===== config.mk =====
export PLATFORM = sky130hd
export DESIGN_NAME = smlc_line_control
export DESIGN_NICKNAME = d
export VERILOG_FILES = /design/src/rtl/smlc_pkg.sv /design/src/rtl/smlc_line_control.sv /design/src/rtl/smlc_line_out.sv /design/src/rtl/smlc_change_det.sv
export SDC_FILE = /design/constraint.sdc
export NUM_CORES = 1
export LEC_CHECK = 0
export ABC_CLOCK_PERIOD_IN_PS = 2200
export BUFFER_PORTS_ARGS = -buffer_cell sky130_fd_sc_hd__buf_2
export CORE_MARGIN = 2
export CORE_UTILIZATION = 29
export DETAILED_ROUTE_END_ITERATION = 8
export SLEW_MARGIN = 20
export SYNTH_ARGS = -nofsm -noshare
export SYNTH_HDL_FRONTEND = slang
export SYNTH_HIERARCHICAL = 1
export SYNTH_SLANG_ARGS = --single-unit

===== constraint.sdc =====
create_clock -name sys_clk -period 2.2 [get_ports sys_clk]
set_clock_uncertainty 0.2 [all_clocks]
set_input_delay 0.33 -clock sys_clk [delete_from_list [all_inputs] [get_ports sys_clk]]
set_output_delay 0.33 -clock sys_clk [all_outputs]
set_load 0.01 [all_outputs]

===== src/rtl/smlc_pkg.sv =====
/*
 * package for the serial modem line control block: stored settings,
 * remote pin commands, bit-rate table and reset values.
 * assumes a 100 MHz system clock and 4-bit bit-rate codes.
 */
package smlc_pkg;

	// ****************************************************************
	// clock and timing
	// ****************************************************************
	localparam int unsigned CLK_HZ = 100_000_000;
	localparam int unsigned CLK_PERIOD_NS = 10;

	// ****************************************************************
	// setting codes and values after initialization
	// ****************************************************************
	localparam logic FLOW_CTRL_DISABLED = 1'b0;
	localparam logic FLOW_CTRL_ENABLED = 1'b1;
	localparam logic FLOW_CTRL_RESET = FLOW_CTRL_ENABLED;
	localparam logic DTR_FUNC_IDLE = 1'b0;
	localparam logic DTR_FUNC_CONN = 1'b1;
	localparam logic DTR_FUNC_RESET = DTR_FUNC_IDLE;
	localparam logic [3:0] BIT_RATE_RESET = 4'h5;
	localparam logic [3:0] BIT_RATE_BUTTON = 4'h5;
	localparam logic [3:0] BIT_RATE_LAST = 4'hB;
	localparam logic LINE_HIGH = 1'b1;
	localparam logic LINE_LOW = 1'b0;

	// ****************************************************************
	// buffer threshold
	// ****************************************************************
	localparam logic [15:0] RTS_FREE_MIN = 16'h0014;

	// ****************************************************************
	// remote pin numbers
	// ****************************************************************
	localparam logic [1:0] PIN_RTS = 2'h0;
	localparam logic [1:0] PIN_CTS = 2'h1;
	localparam logic [1:0] PIN_DTR = 2'h2;
	localparam int unsigned MON_RTS = 0;
	localparam int unsigned MON_CTS = 1;
	localparam int unsigned MON_DTR = 2;

	// ****************************************************************
	// bit period in clock cycles for codes 0 to 11
	// ****************************************************************
	localparam logic [19:0] BIT_CYCLES [0:11] = '{
		20'(CLK_HZ / 1200), 20'(CLK_HZ / 2400), 20'(CLK_HZ / 4800),
		20'(CLK_HZ / 9600), 20'(CLK_HZ / 19200), 20'(CLK_HZ / 38400),
		20'(CLK_HZ / 57600), 20'(CLK_HZ / 115200), 20'(CLK_HZ / 150),
		20'(CLK_HZ / 300), 20'(CLK_HZ / 600), 20'(CLK_HZ / 28800)
	};

	// ****************************************************************
	// types
	// ****************************************************************
	typedef enum logic [1:0] {
		PIN_OP_SET,
		PIN_OP_GET,
		PIN_OP_NOTIFY
	} smlc_pin_op_e;

	typedef struct packed {
		logic valid;
		smlc_pin_op_e op;
		logic [1:0] pin;
		logic level;
	} smlc_pin_cmd_s;

	typedef struct packed {
		logic flow_ctrl_select;
		logic dtr_function_select;
		logic [3:0] bit_rate_select;
	} smlc_cfg_s;

	localparam smlc_cfg_s CFG_RESET = '{FLOW_CTRL_RESET, DTR_FUNC_RESET, BIT_RATE_RESET};

endpackage


===== src/rtl/smlc_line_control.sv =====
/*
 * modem line and bit-rate control of a network serial bridge port.
 * assumes all inputs are synchronous to sys_clk; the buffer free count,
 * port state and connection state come from the data path.
 */
// How it works
// RQ1: flow override value, when present, wins over the stored flow choice.
// RQ2: flow disabled: cts ignored, rts high unless remote host changes it.
// RQ3: flow enabled: rts high while buffer has room, low below 20 free bytes.
// RQ4: flow enabled: rts low whenever the serial port is closed.
// RQ5: flow enabled: transmit only while cts is sampled high.
// RQ6: attached device lowers cts to pause us and stops when rts low.
// RQ7: flow enabled: remote rts sets ignored but acknowledged ok; notifications ignored.
// RQ8: rts and cts levels readable and monitorable regardless of flow choice.
// RQ9: flow choice has no effect in half-duplex mode.
// RQ10: module variants invert every modem line level.
// RQ11: dtr function 0 idle, 1 connection status; reset 0; applied at reboot.
// RQ12: idle dtr mode: dtr high unless remote host changes it.
// RQ13: connection dtr mode: dtr low without connection, high with one.
// RQ14: dtr level readable and monitorable in either dtr mode.
// RQ15: bit-rate codes 0 to 11 map to the listed rates; reset 5.
// RQ16: new bit rate applied only at reboot or programming mode exit.
// RQ17: selected rate in routing and escape programming; button forces 38400.
// RQ18: flow selector 0 disabled, 1 enabled; reset enabled.
// RQ19: rts and dtr each pass through one configurable output inversion.
`timescale 1ns/100ps
module smlc_line_control (
	// clock and reset
	input wire logic sys_clk,
	input wire logic reset_n,
	// stored settings and overrides
	input wire smlc_pkg::smlc_cfg_s cfg_in,
	input wire logic flow_ctrl_override_valid,
	input wire logic flow_ctrl_override,
	input wire logic bit_rate_override_valid,
	input wire logic [3:0] bit_rate_override,
	input wire logic module_variant,
	input wire logic half_duplex,
	// system events and modes
	input wire logic reboot,
	input wire logic prog_mode,
	input wire logic prog_by_button,
	// data path state
	input wire logic port_open,
	input wire logic connection_active,
	input wire logic [15:0] s2n_free_bytes,
	// remote pin commands
	input wire smlc_pkg::smlc_pin_cmd_s pin_cmd,
	output logic pin_ack_ff,
	output logic pin_ok_ff,
	output logic pin_rd_level_ff,
	// change monitoring
	input wire logic [2:0] monitor_en,
	output logic [2:0] notify_change,
	// serial lines
	input wire logic cts_pin,
	output logic rts_pin,
	output logic dtr_pin,
	output logic tx_allow,
	// active settings
	output smlc_pkg::smlc_cfg_s applied_cfg_ff,
	output logic [3:0] active_rate_code,
	output logic [19:0] bit_period_cycles_ff
);

	// ****************************************************************
	// settings application
	// ****************************************************************
	logic prog_prev_ff;
	logic prog_exit;
	logic apply_serial;
	logic rate_code_ok;
	smlc_pkg::smlc_cfg_s nxt_applied_cfg;

	assign prog_exit = prog_prev_ff & ~prog_mode;
	assign apply_serial = reboot | prog_exit; // RQ16
	assign rate_code_ok = cfg_in.bit_rate_select <= smlc_pkg::BIT_RATE_LAST;

	always_comb begin
		nxt_applied_cfg = applied_cfg_ff;
		if (apply_serial) begin
			nxt_applied_cfg.flow_ctrl_select = cfg_in.flow_ctrl_select; // RQ18
			if (rate_code_ok) begin
				nxt_applied_cfg.bit_rate_select = cfg_in.bit_rate_select; // RQ16
			end
		end
		if (reboot) begin
			nxt_applied_cfg.dtr_function_select = cfg_in.dtr_function_select; // RQ11
		end
	end

	always_ff @(posedge sys_clk) begin
		if (!reset_n) begin
			applied_cfg_ff <= smlc_pkg::CFG_RESET; // RQ11 RQ15 RQ18
			prog_prev_ff <= 1'b0;
		end else begin
			applied_cfg_ff <= nxt_applied_cfg;
			prog_prev_ff <= prog_mode;
		end
	end

	// ****************************************************************
	// flow control
	// ****************************************************************
	logic eff_flow;
	logic flow_active;
	logic cts_level;
	logic buf_room;
	logic rts_level;

	assign eff_flow = flow_ctrl_override_valid ? flow_ctrl_override
		: applied_cfg_ff.flow_ctrl_select; // RQ1
	assign flow_active = (eff_flow == smlc_pkg::FLOW_CTRL_ENABLED) & ~half_duplex; // RQ9
	assign cts_level = cts_pin ^ module_variant; // RQ10
	assign buf_room = s2n_free_bytes >= smlc_pkg::RTS_FREE_MIN; // RQ3
	assign tx_allow = flow_active ? cts_level : 1'b1; // RQ5 RQ2

	// ****************************************************************
	// remote pin control
	// ****************************************************************
	logic rts_host_ff;
	logic dtr_host_ff;
	logic nxt_rts_host;
	logic nxt_dtr_host;
	logic cmd_write;
	logic cmd_get;
	logic cmd_reply;
	logic nxt_rd_level;
	logic dtr_level;

	assign cmd_write = pin_cmd.valid & ((pin_cmd.op == smlc_pkg::PIN_OP_SET) | (pin_cmd.op == smlc_pkg::PIN_OP_NOTIFY));
	assign cmd_get = pin_cmd.valid & (pin_cmd.op == smlc_pkg::PIN_OP_GET);
	assign cmd_reply = pin_cmd.valid & (pin_cmd.op != smlc_pkg::PIN_OP_NOTIFY);

	always_comb begin
		nxt_rts_host = rts_host_ff;
		nxt_dtr_host = dtr_host_ff;
		if (reboot) begin
			nxt_rts_host = smlc_pkg::LINE_HIGH; // RQ2
			nxt_dtr_host = smlc_pkg::LINE_HIGH; // RQ12
		end else if (cmd_write) begin
			if (pin_cmd.pin == smlc_pkg::PIN_RTS && !flow_active) begin
				nxt_rts_host = pin_cmd.level; // RQ2 RQ7
			end
			if (pin_cmd.pin == smlc_pkg::PIN_DTR) begin
				nxt_dtr_host = pin_cmd.level; // RQ12
			end
		end
	end

	assign rts_level = flow_active ? (port_open & buf_room) : rts_host_ff; // RQ3 RQ4 RQ2
	assign dtr_level = (applied_cfg_ff.dtr_function_select == smlc_pkg::DTR_FUNC_CONN)
		? connection_active : dtr_host_ff; // RQ13 RQ12

	always_comb begin
		case (pin_cmd.pin)
			smlc_pkg::PIN_RTS: nxt_rd_level = rts_level; // RQ8
			smlc_pkg::PIN_CTS: nxt_rd_level = cts_level; // RQ8
			smlc_pkg::PIN_DTR: nxt_rd_level = dtr_level; // RQ14
			default: nxt_rd_level = 1'b0;
		endcase
	end

	always_ff @(posedge sys_clk) begin
		if (!reset_n) begin
			rts_host_ff <= smlc_pkg::LINE_HIGH;
			dtr_host_ff <= smlc_pkg::LINE_HIGH;
			pin_ack_ff <= 1'b0;
			pin_ok_ff <= 1'b0;
			pin_rd_level_ff <= 1'b0;
		end else begin
			rts_host_ff <= nxt_rts_host;
			dtr_host_ff <= nxt_dtr_host;
			pin_ack_ff <= cmd_reply;
			pin_ok_ff <= cmd_reply; // RQ7
			pin_rd_level_ff <= cmd_get ? nxt_rd_level : 1'b0;
		end
	end

	// ****************************************************************
	// line outputs with variant inversion
	// ****************************************************************
	smlc_line_out u_rts_out (
		.sys_clk(sys_clk),
		.reset_n(reset_n),
		.level(rts_level),
		.invert(module_variant), // RQ19
		.pin_ff(rts_pin)
	);

	smlc_line_out u_dtr_out (
		.sys_clk(sys_clk),
		.reset_n(reset_n),
		.level(dtr_level),
		.invert(module_variant), // RQ19
		.pin_ff(dtr_pin)
	);

	// ****************************************************************
	// change monitoring
	// ****************************************************************
	smlc_change_det u_mon_rts (
		.sys_clk(sys_clk),
		.reset_n(reset_n),
		.level(rts_level),
		.enable(monitor_en[smlc_pkg::MON_RTS]), // RQ8
		.change_ff(notify_change[smlc_pkg::MON_RTS])
	);

	smlc_change_det u_mon_cts (
		.sys_clk(sys_clk),
		.reset_n(reset_n),
		.level(cts_level),
		.enable(monitor_en[smlc_pkg::MON_CTS]), // RQ8
		.change_ff(notify_change[smlc_pkg::MON_CTS])
	);

	smlc_change_det u_mon_dtr (
		.sys_clk(sys_clk),
		.reset_n(reset_n),
		.level(dtr_level),
		.enable(monitor_en[smlc_pkg::MON_DTR]), // RQ14
		.change_ff(notify_change[smlc_pkg::MON_DTR])
	);

	// ****************************************************************
	// bit rate selection
	// ****************************************************************
	logic override_ok;
	logic [3:0] routing_rate;

	assign override_ok = bit_rate_override_valid & (bit_rate_override <= smlc_pkg::BIT_RATE_LAST);
	assign routing_rate = override_ok ? bit_rate_override : applied_cfg_ff.bit_rate_select;
	assign active_rate_code = !prog_mode ? routing_rate
		: prog_by_button ? smlc_pkg::BIT_RATE_BUTTON
		: applied_cfg_ff.bit_rate_select; // RQ17

	always_ff @(posedge sys_clk) begin
		if (!reset_n) begin
			bit_period_cycles_ff <= smlc_pkg::BIT_CYCLES[smlc_pkg::BIT_RATE_RESET];
		end else begin
			bit_period_cycles_ff <= smlc_pkg::BIT_CYCLES[active_rate_code]; // RQ15
		end
	end
endmodule


===== src/rtl/smlc_line_out.sv =====
/*
 * registered output stage of one modem line with optional inversion.
 * assumes the caller gives the board-level line level.
 */
`timescale 1ns/100ps
module smlc_line_out (
	// clock and reset
	input wire logic sys_clk,
	input wire logic reset_n,
	// line
	input wire logic level,
	input wire logic invert,
	output logic pin_ff
);
	always_ff @(posedge sys_clk) begin
		if (!reset_n) begin
			pin_ff <= smlc_pkg::LINE_HIGH;
		end else begin
			pin_ff <= level ^ invert;
		end
	end
endmodule


===== src/rtl/smlc_change_det.sv =====
/*
 * change detector for one monitored line level.
 * assumes the level is synchronous to sys_clk.
 */
`timescale 1ns/100ps
module smlc_change_det (
	// clock and reset
	input wire logic sys_clk,
	input wire logic reset_n,
	// line
	input wire logic level,
	input wire logic enable,
	output logic change_ff
);
	logic prev_ff;
	logic nxt_change;

	assign nxt_change = enable & (level != prev_ff);

	always_ff @(posedge sys_clk) begin
		if (!reset_n) begin
			prev_ff <= level;
			change_ff <= 1'b0;
		end else begin
			prev_ff <= level;
			change_ff <= nxt_change;
		end
	end
endmodule


* Word level (Yosys, flattened, before mapping)
Memories as Yosys holds them, arrays and structs flattened. A register that Yosys moved wholly into a read port is not among the register bits. Cells that the tools add are included.
Word-level totals: ROM bits 320, output and inout port bits 39, memory bits (writable) 0, register bits 19, memories kept 1, latch bits 0, input port bits 48
Memory list:
- (no name shown) | words 16, bits a word 20, read ports 1, clocked after memory_dff 1, wr ports 0, line smlc_line_control.sv:242 | bit_period_cycles_ff <= smlc_pkg::BIT_CYCLES[active_rate_code];
Cells by class: muxes and demuxes 8, div/mod/pow operators 0, reductions and logical operators 10, $mul 0, order comparisons 3, bitwise logic cells 19, shift operators 0, equal/unequal tests 8, add/sub/neg operators 0
Operators by type and width (number):
- $ge 16x5->1 const B | 1
- $mux 4 | 3
- $and 1x1->1 | 10
- $le 4x4->1 const B | 2
- $reduce_and 2->1 | 4
- $not 4->5 | 1
- $eq 2x1->1 const B | 2
- $eq 2x2->1 const B | 2
- $logic_not 2->1 | 2
- $mux 1 | 4
- $ne 1x1->1 | 3
- $not 1->1 | 3
- $pmux 1 s3 | 1
- $xor 1x1->1 | 3
- $logic_not 1->1 | 2
- $ne 2x2->1 const B | 1
- $or 1x1->1 | 2
- $reduce_or 2->1 | 1
- $logic_and 1x1->1 | 1

* Depth between registers and ports, before layout
depth in word-level cells 5, gate-level depth with buffers 8, mapped depth without buffers 8

* By module
Netlist, hierarchy kept.
Modules (own cells, without submodules):
- smlc_line_control | times used 1, cells an instance 172, seq. area each 620.6 sq um, area each 1524.0 sq um
- smlc_change_det | times used 3, cells an instance 4, seq. area each 40.0 sq um, area each 55.1 sq um
- smlc_line_out | times used 2, cells an instance 3, seq. area each 20.0 sq um, area each 32.5 sq um

* Least setup slack after synthesis
OpenSTA, ideal clock, no wires.
kind input -> register, start point input port bit_rate_override_valid, end point register bit_period_cycles_ff[6], arrival 1.817 ns, library setup time 0.070 ns, slack 0.113 ns, required time 1.930 ns, stages on the path 7, path through nor2b_2 > and2_4 > mux2i_4 > inv_2 > ha_1 > or3_2 > a21oi_1
Between the ends: word-level cells in the longest chain between the ends 4
RTL lines:
- start: declaration | line smlc_line_control.sv:35 | input wire logic bit_rate_override_valid,
- $and 1x1->1 | line smlc_line_control.sv:232 | assign override_ok = bit_rate_override_valid & (bit_rate_override <= smlc_pkg::BIT_RATE_LAST);
- $mux 4 | line smlc_line_control.sv:233 | assign routing_rate = override_ok ? bit_rate_override : applied_cfg_ff.bit_rate_select;
- $mux 4 | line smlc_line_control.sv:234 | assign active_rate_code = !prog_mode ? routing_rate
- via active_rate_code[0] | line smlc_line_control.sv:62 | output logic [3:0] active_rate_code,
- $not 4->5 (implied by the code) | line smlc_line_control.sv:242
- end: declaration | line smlc_line_control.sv:63 | output logic [19:0] bit_period_cycles_ff
The timed path passes the listed nets, and every way through them passes these cells. A chain may end at the register's enable or synchronous reset.

* Final worst setup path
start point input port prog_mode, end point output port active_rate_code[2]
Between the ends: word-level cells in the longest chain between the ends 1
RTL lines:
- start: declaration | line smlc_line_control.sv:41 | input wire logic prog_mode,
- $mux 4 | line smlc_line_control.sv:234
- end: declaration | line smlc_line_control.sv:62
No other way between the ends.

==> metrics <==
status=finished, final reports clean; met1 Use GR=16.4%; Sink Count=39; Max Clk Rate=0.502 GHz; crit-path max FO=8; CTS resizes=0; htree depth=2; largest cells by area after synthesis=dfxtp_1 45%, ha_1 5.0%, nand2_1 4.5%; hold depth=2; global-route usage over all layers=12.9%; CTS buffer count=5; nets=342; final WL=4190 µm; Chip Height=81.8 µm; Reg with most FFs=bit_period_cycles_ff; I/O pins=87; total gr overflow=0; Syn Nets=245; Synth area leader=dfxtp_1; R2R cell count=7; Leak Pwr=0.00119 µW; largest net degree at the start of global routing=17; VDD IR max=0.000321 V; Gate Count Post-Synth=190; max-slew violations=0; initial antenna violation count=0; share of the clock period used by the worst path=90.6%; CTS Buffer Depth=2; synthesized area=1750 µm²; unrepaired setup endpoints after global routing=false; post-synthesis register bit count=39; Post-DRT Antenna Nets=0; first-pass GRT wire length=6720 µm; setup bufs post-CTS=0; gr busiest metal=met2; Setup TNS Final=0 ps; Final Hold Fails=0; Startpoint Class=primary input; ys async rst share=0%; critical path required time=1670 ps; ratio of cells with drive above 1 in the final layout=42.2%; Largest regs=bit_period_cycles_ff: 20 flops, applied_cfg_ff: 6 flops; syn avg cell area=9.23 µm²; Synth top area share=44.5%; Worst Slack Setup Final=206 ps; DP Worst Slack=13.6 ps; Critical Path AT=1460 ps; Post-CTS Hold Buffers=0; YS warnings=6; dominant synthesized flop cell=dfxtp_1; max FFs per register=20; M3 GR Usage=3.74%; TritonCTS clock tree=built; clk_lat worst skew=280 ps; Die W=81.8 µm; Initial Util=29.8%; Placer Congestion=0.838; Setup violations, final=0; Yosys cell types=52; met2 Use GR=21.1%; CP endpoint kind=output pin; fillers=618; placed wire-length estimate=3320 µm; design area=2420 µm²; dpl cell area=2320 µm²; port bufs=84; FP Rows=28; Power Density=688 nW/µm²; sequential fraction of the synthesis area=44.5%; DRC=0; Power Total=1670 µW; Slew HR=74.1%; clock transition time at the flip-flop clock pins of the worst setup and hold paths=70 ps; vias post-DR=1649; number of diodes=0; drt first pass iters=4; Iter 0 DRT Violations=52; vias in the first global route=1504; core area=5890 µm²; Vias/cell=4.56; Final Critical Period=1990 ps; Wirelength per Cell=11.6 µm; HP Class=primary input to flop; WS Path Type=primary input to output pin; Post-synth EDFFs=0; CTS root buf=clkbuf_8; max cap viols=0; die area=6690 µm²; Syn-to-layout area delta=38.2%; Worst-Margin Slew=386 ps
cells in the mapped netlist, types with 2 or more instances:
cell type,number
buf_2,2
nor3_1,7
and3_1,8
dfxtp_1,39
clkbuf_1,2
a21oi_1,12
inv_1,5
a21o_1,2
mux2i_1,7
o21bai_1,2
buf_4,2
ha_1,7
a311oi_2,2
nand2_1,21
nor2_1,16
nand3_1,6
a31oi_1,2
nor4_1,2
inv_2,3
or3_1,2
o21ai_0,5
xnor2_1,3
nand3b_1,2
xor2_1,3
cells by family after synthesis:
kind of cell,Yosys count,synth area share (%)
and+or+nand+nor,76,22.3
DFF,39,44.5
AOI/OAI and AO/OA,36,14.6
buffers and inverters,17,4.71
muxes,9,5.92
adders and majority gates,7,4.99
xor gates and xnor gates,6,3.00
per-stage QoR:
step	hold slack (ps)	cells	utilization (%)
2_1_floorplan	192	190	-
3_3_place_gp	255	355	39.5
3_5_place_dp	265	355	39.5
4_1_cts	12.4	362	41.2
5_1_grt	2.97	362	41.2
6_report	21.2	362	41.2
power by group:
| group | leakage [µW] | switching, µW | total [µW] | internal, µW |
|---|---|---|---|---|
| registers | 0.000321 | 15.8 | 770 | 754 |
| logic | 0.000821 | 178 | 334 | 156 |
| clock network | 0.0000513 | 231 | 564 | 332 |
per-layer routing:
metal / share of wire [%] / up-vias
met5: 0 / -
met4: 0.57 / 0
met3: 7.1 / 2
met2: 46 / 63
met1: 46 / 732
li1: - / 852
cells in the final DEF (no fill, tap or decap), drive strengths merged, types with 3 or more instances in the layout:
cell	n
or3	3
nand3	6
clkbuf	6
dfxtp	39
ha	7
inv	8
xnor2	3
xor2	3
a21oi	13
nand2	22
nor3	7
mux2i	8
buf	97
nor2	16
o21ai	6
and3	8
layout make-up:
class	instances	area, µm²	area share (%)
repair buffers	97	518	21.4
multi-input cells	134	891	36.7
clock buffers	6	72.6	2.99
well taps	75	93.8	3.87
flip-flops and latches	39	781	32.2
inverters	10	38.8	1.60
clock inverters	1	30.0	1.24
final timing paths:
| path | from | endpoint | slack (ps) |
|---|---|---|---|
| setup / recovery | prog_mode | active_rate_code[2] | 210 |
| hold / removal | pin_cmd[4] | pin_ok_ff$_SDFF_PN0_ | 20 |
| setup reg to reg | applied_cfg_ff[1]$_SDFFE_PN0P_ | bit_period_cycles_ff[6]$_SDFF_PN0_ | 240 |
| hold reg to reg | dtr_host_ff$_SDFFE_PP1P_ | dtr_host_ff$_SDFFE_PP1P_ | 280 |
worst max-delay path: stages:
cell and delay (ps):
buf_2 140, buf_4 150, nor3b_2 140, a21o_1 190, or2_4 290, clkinv_2 100
buf_2 130
(Power assumes the default switching activity.)
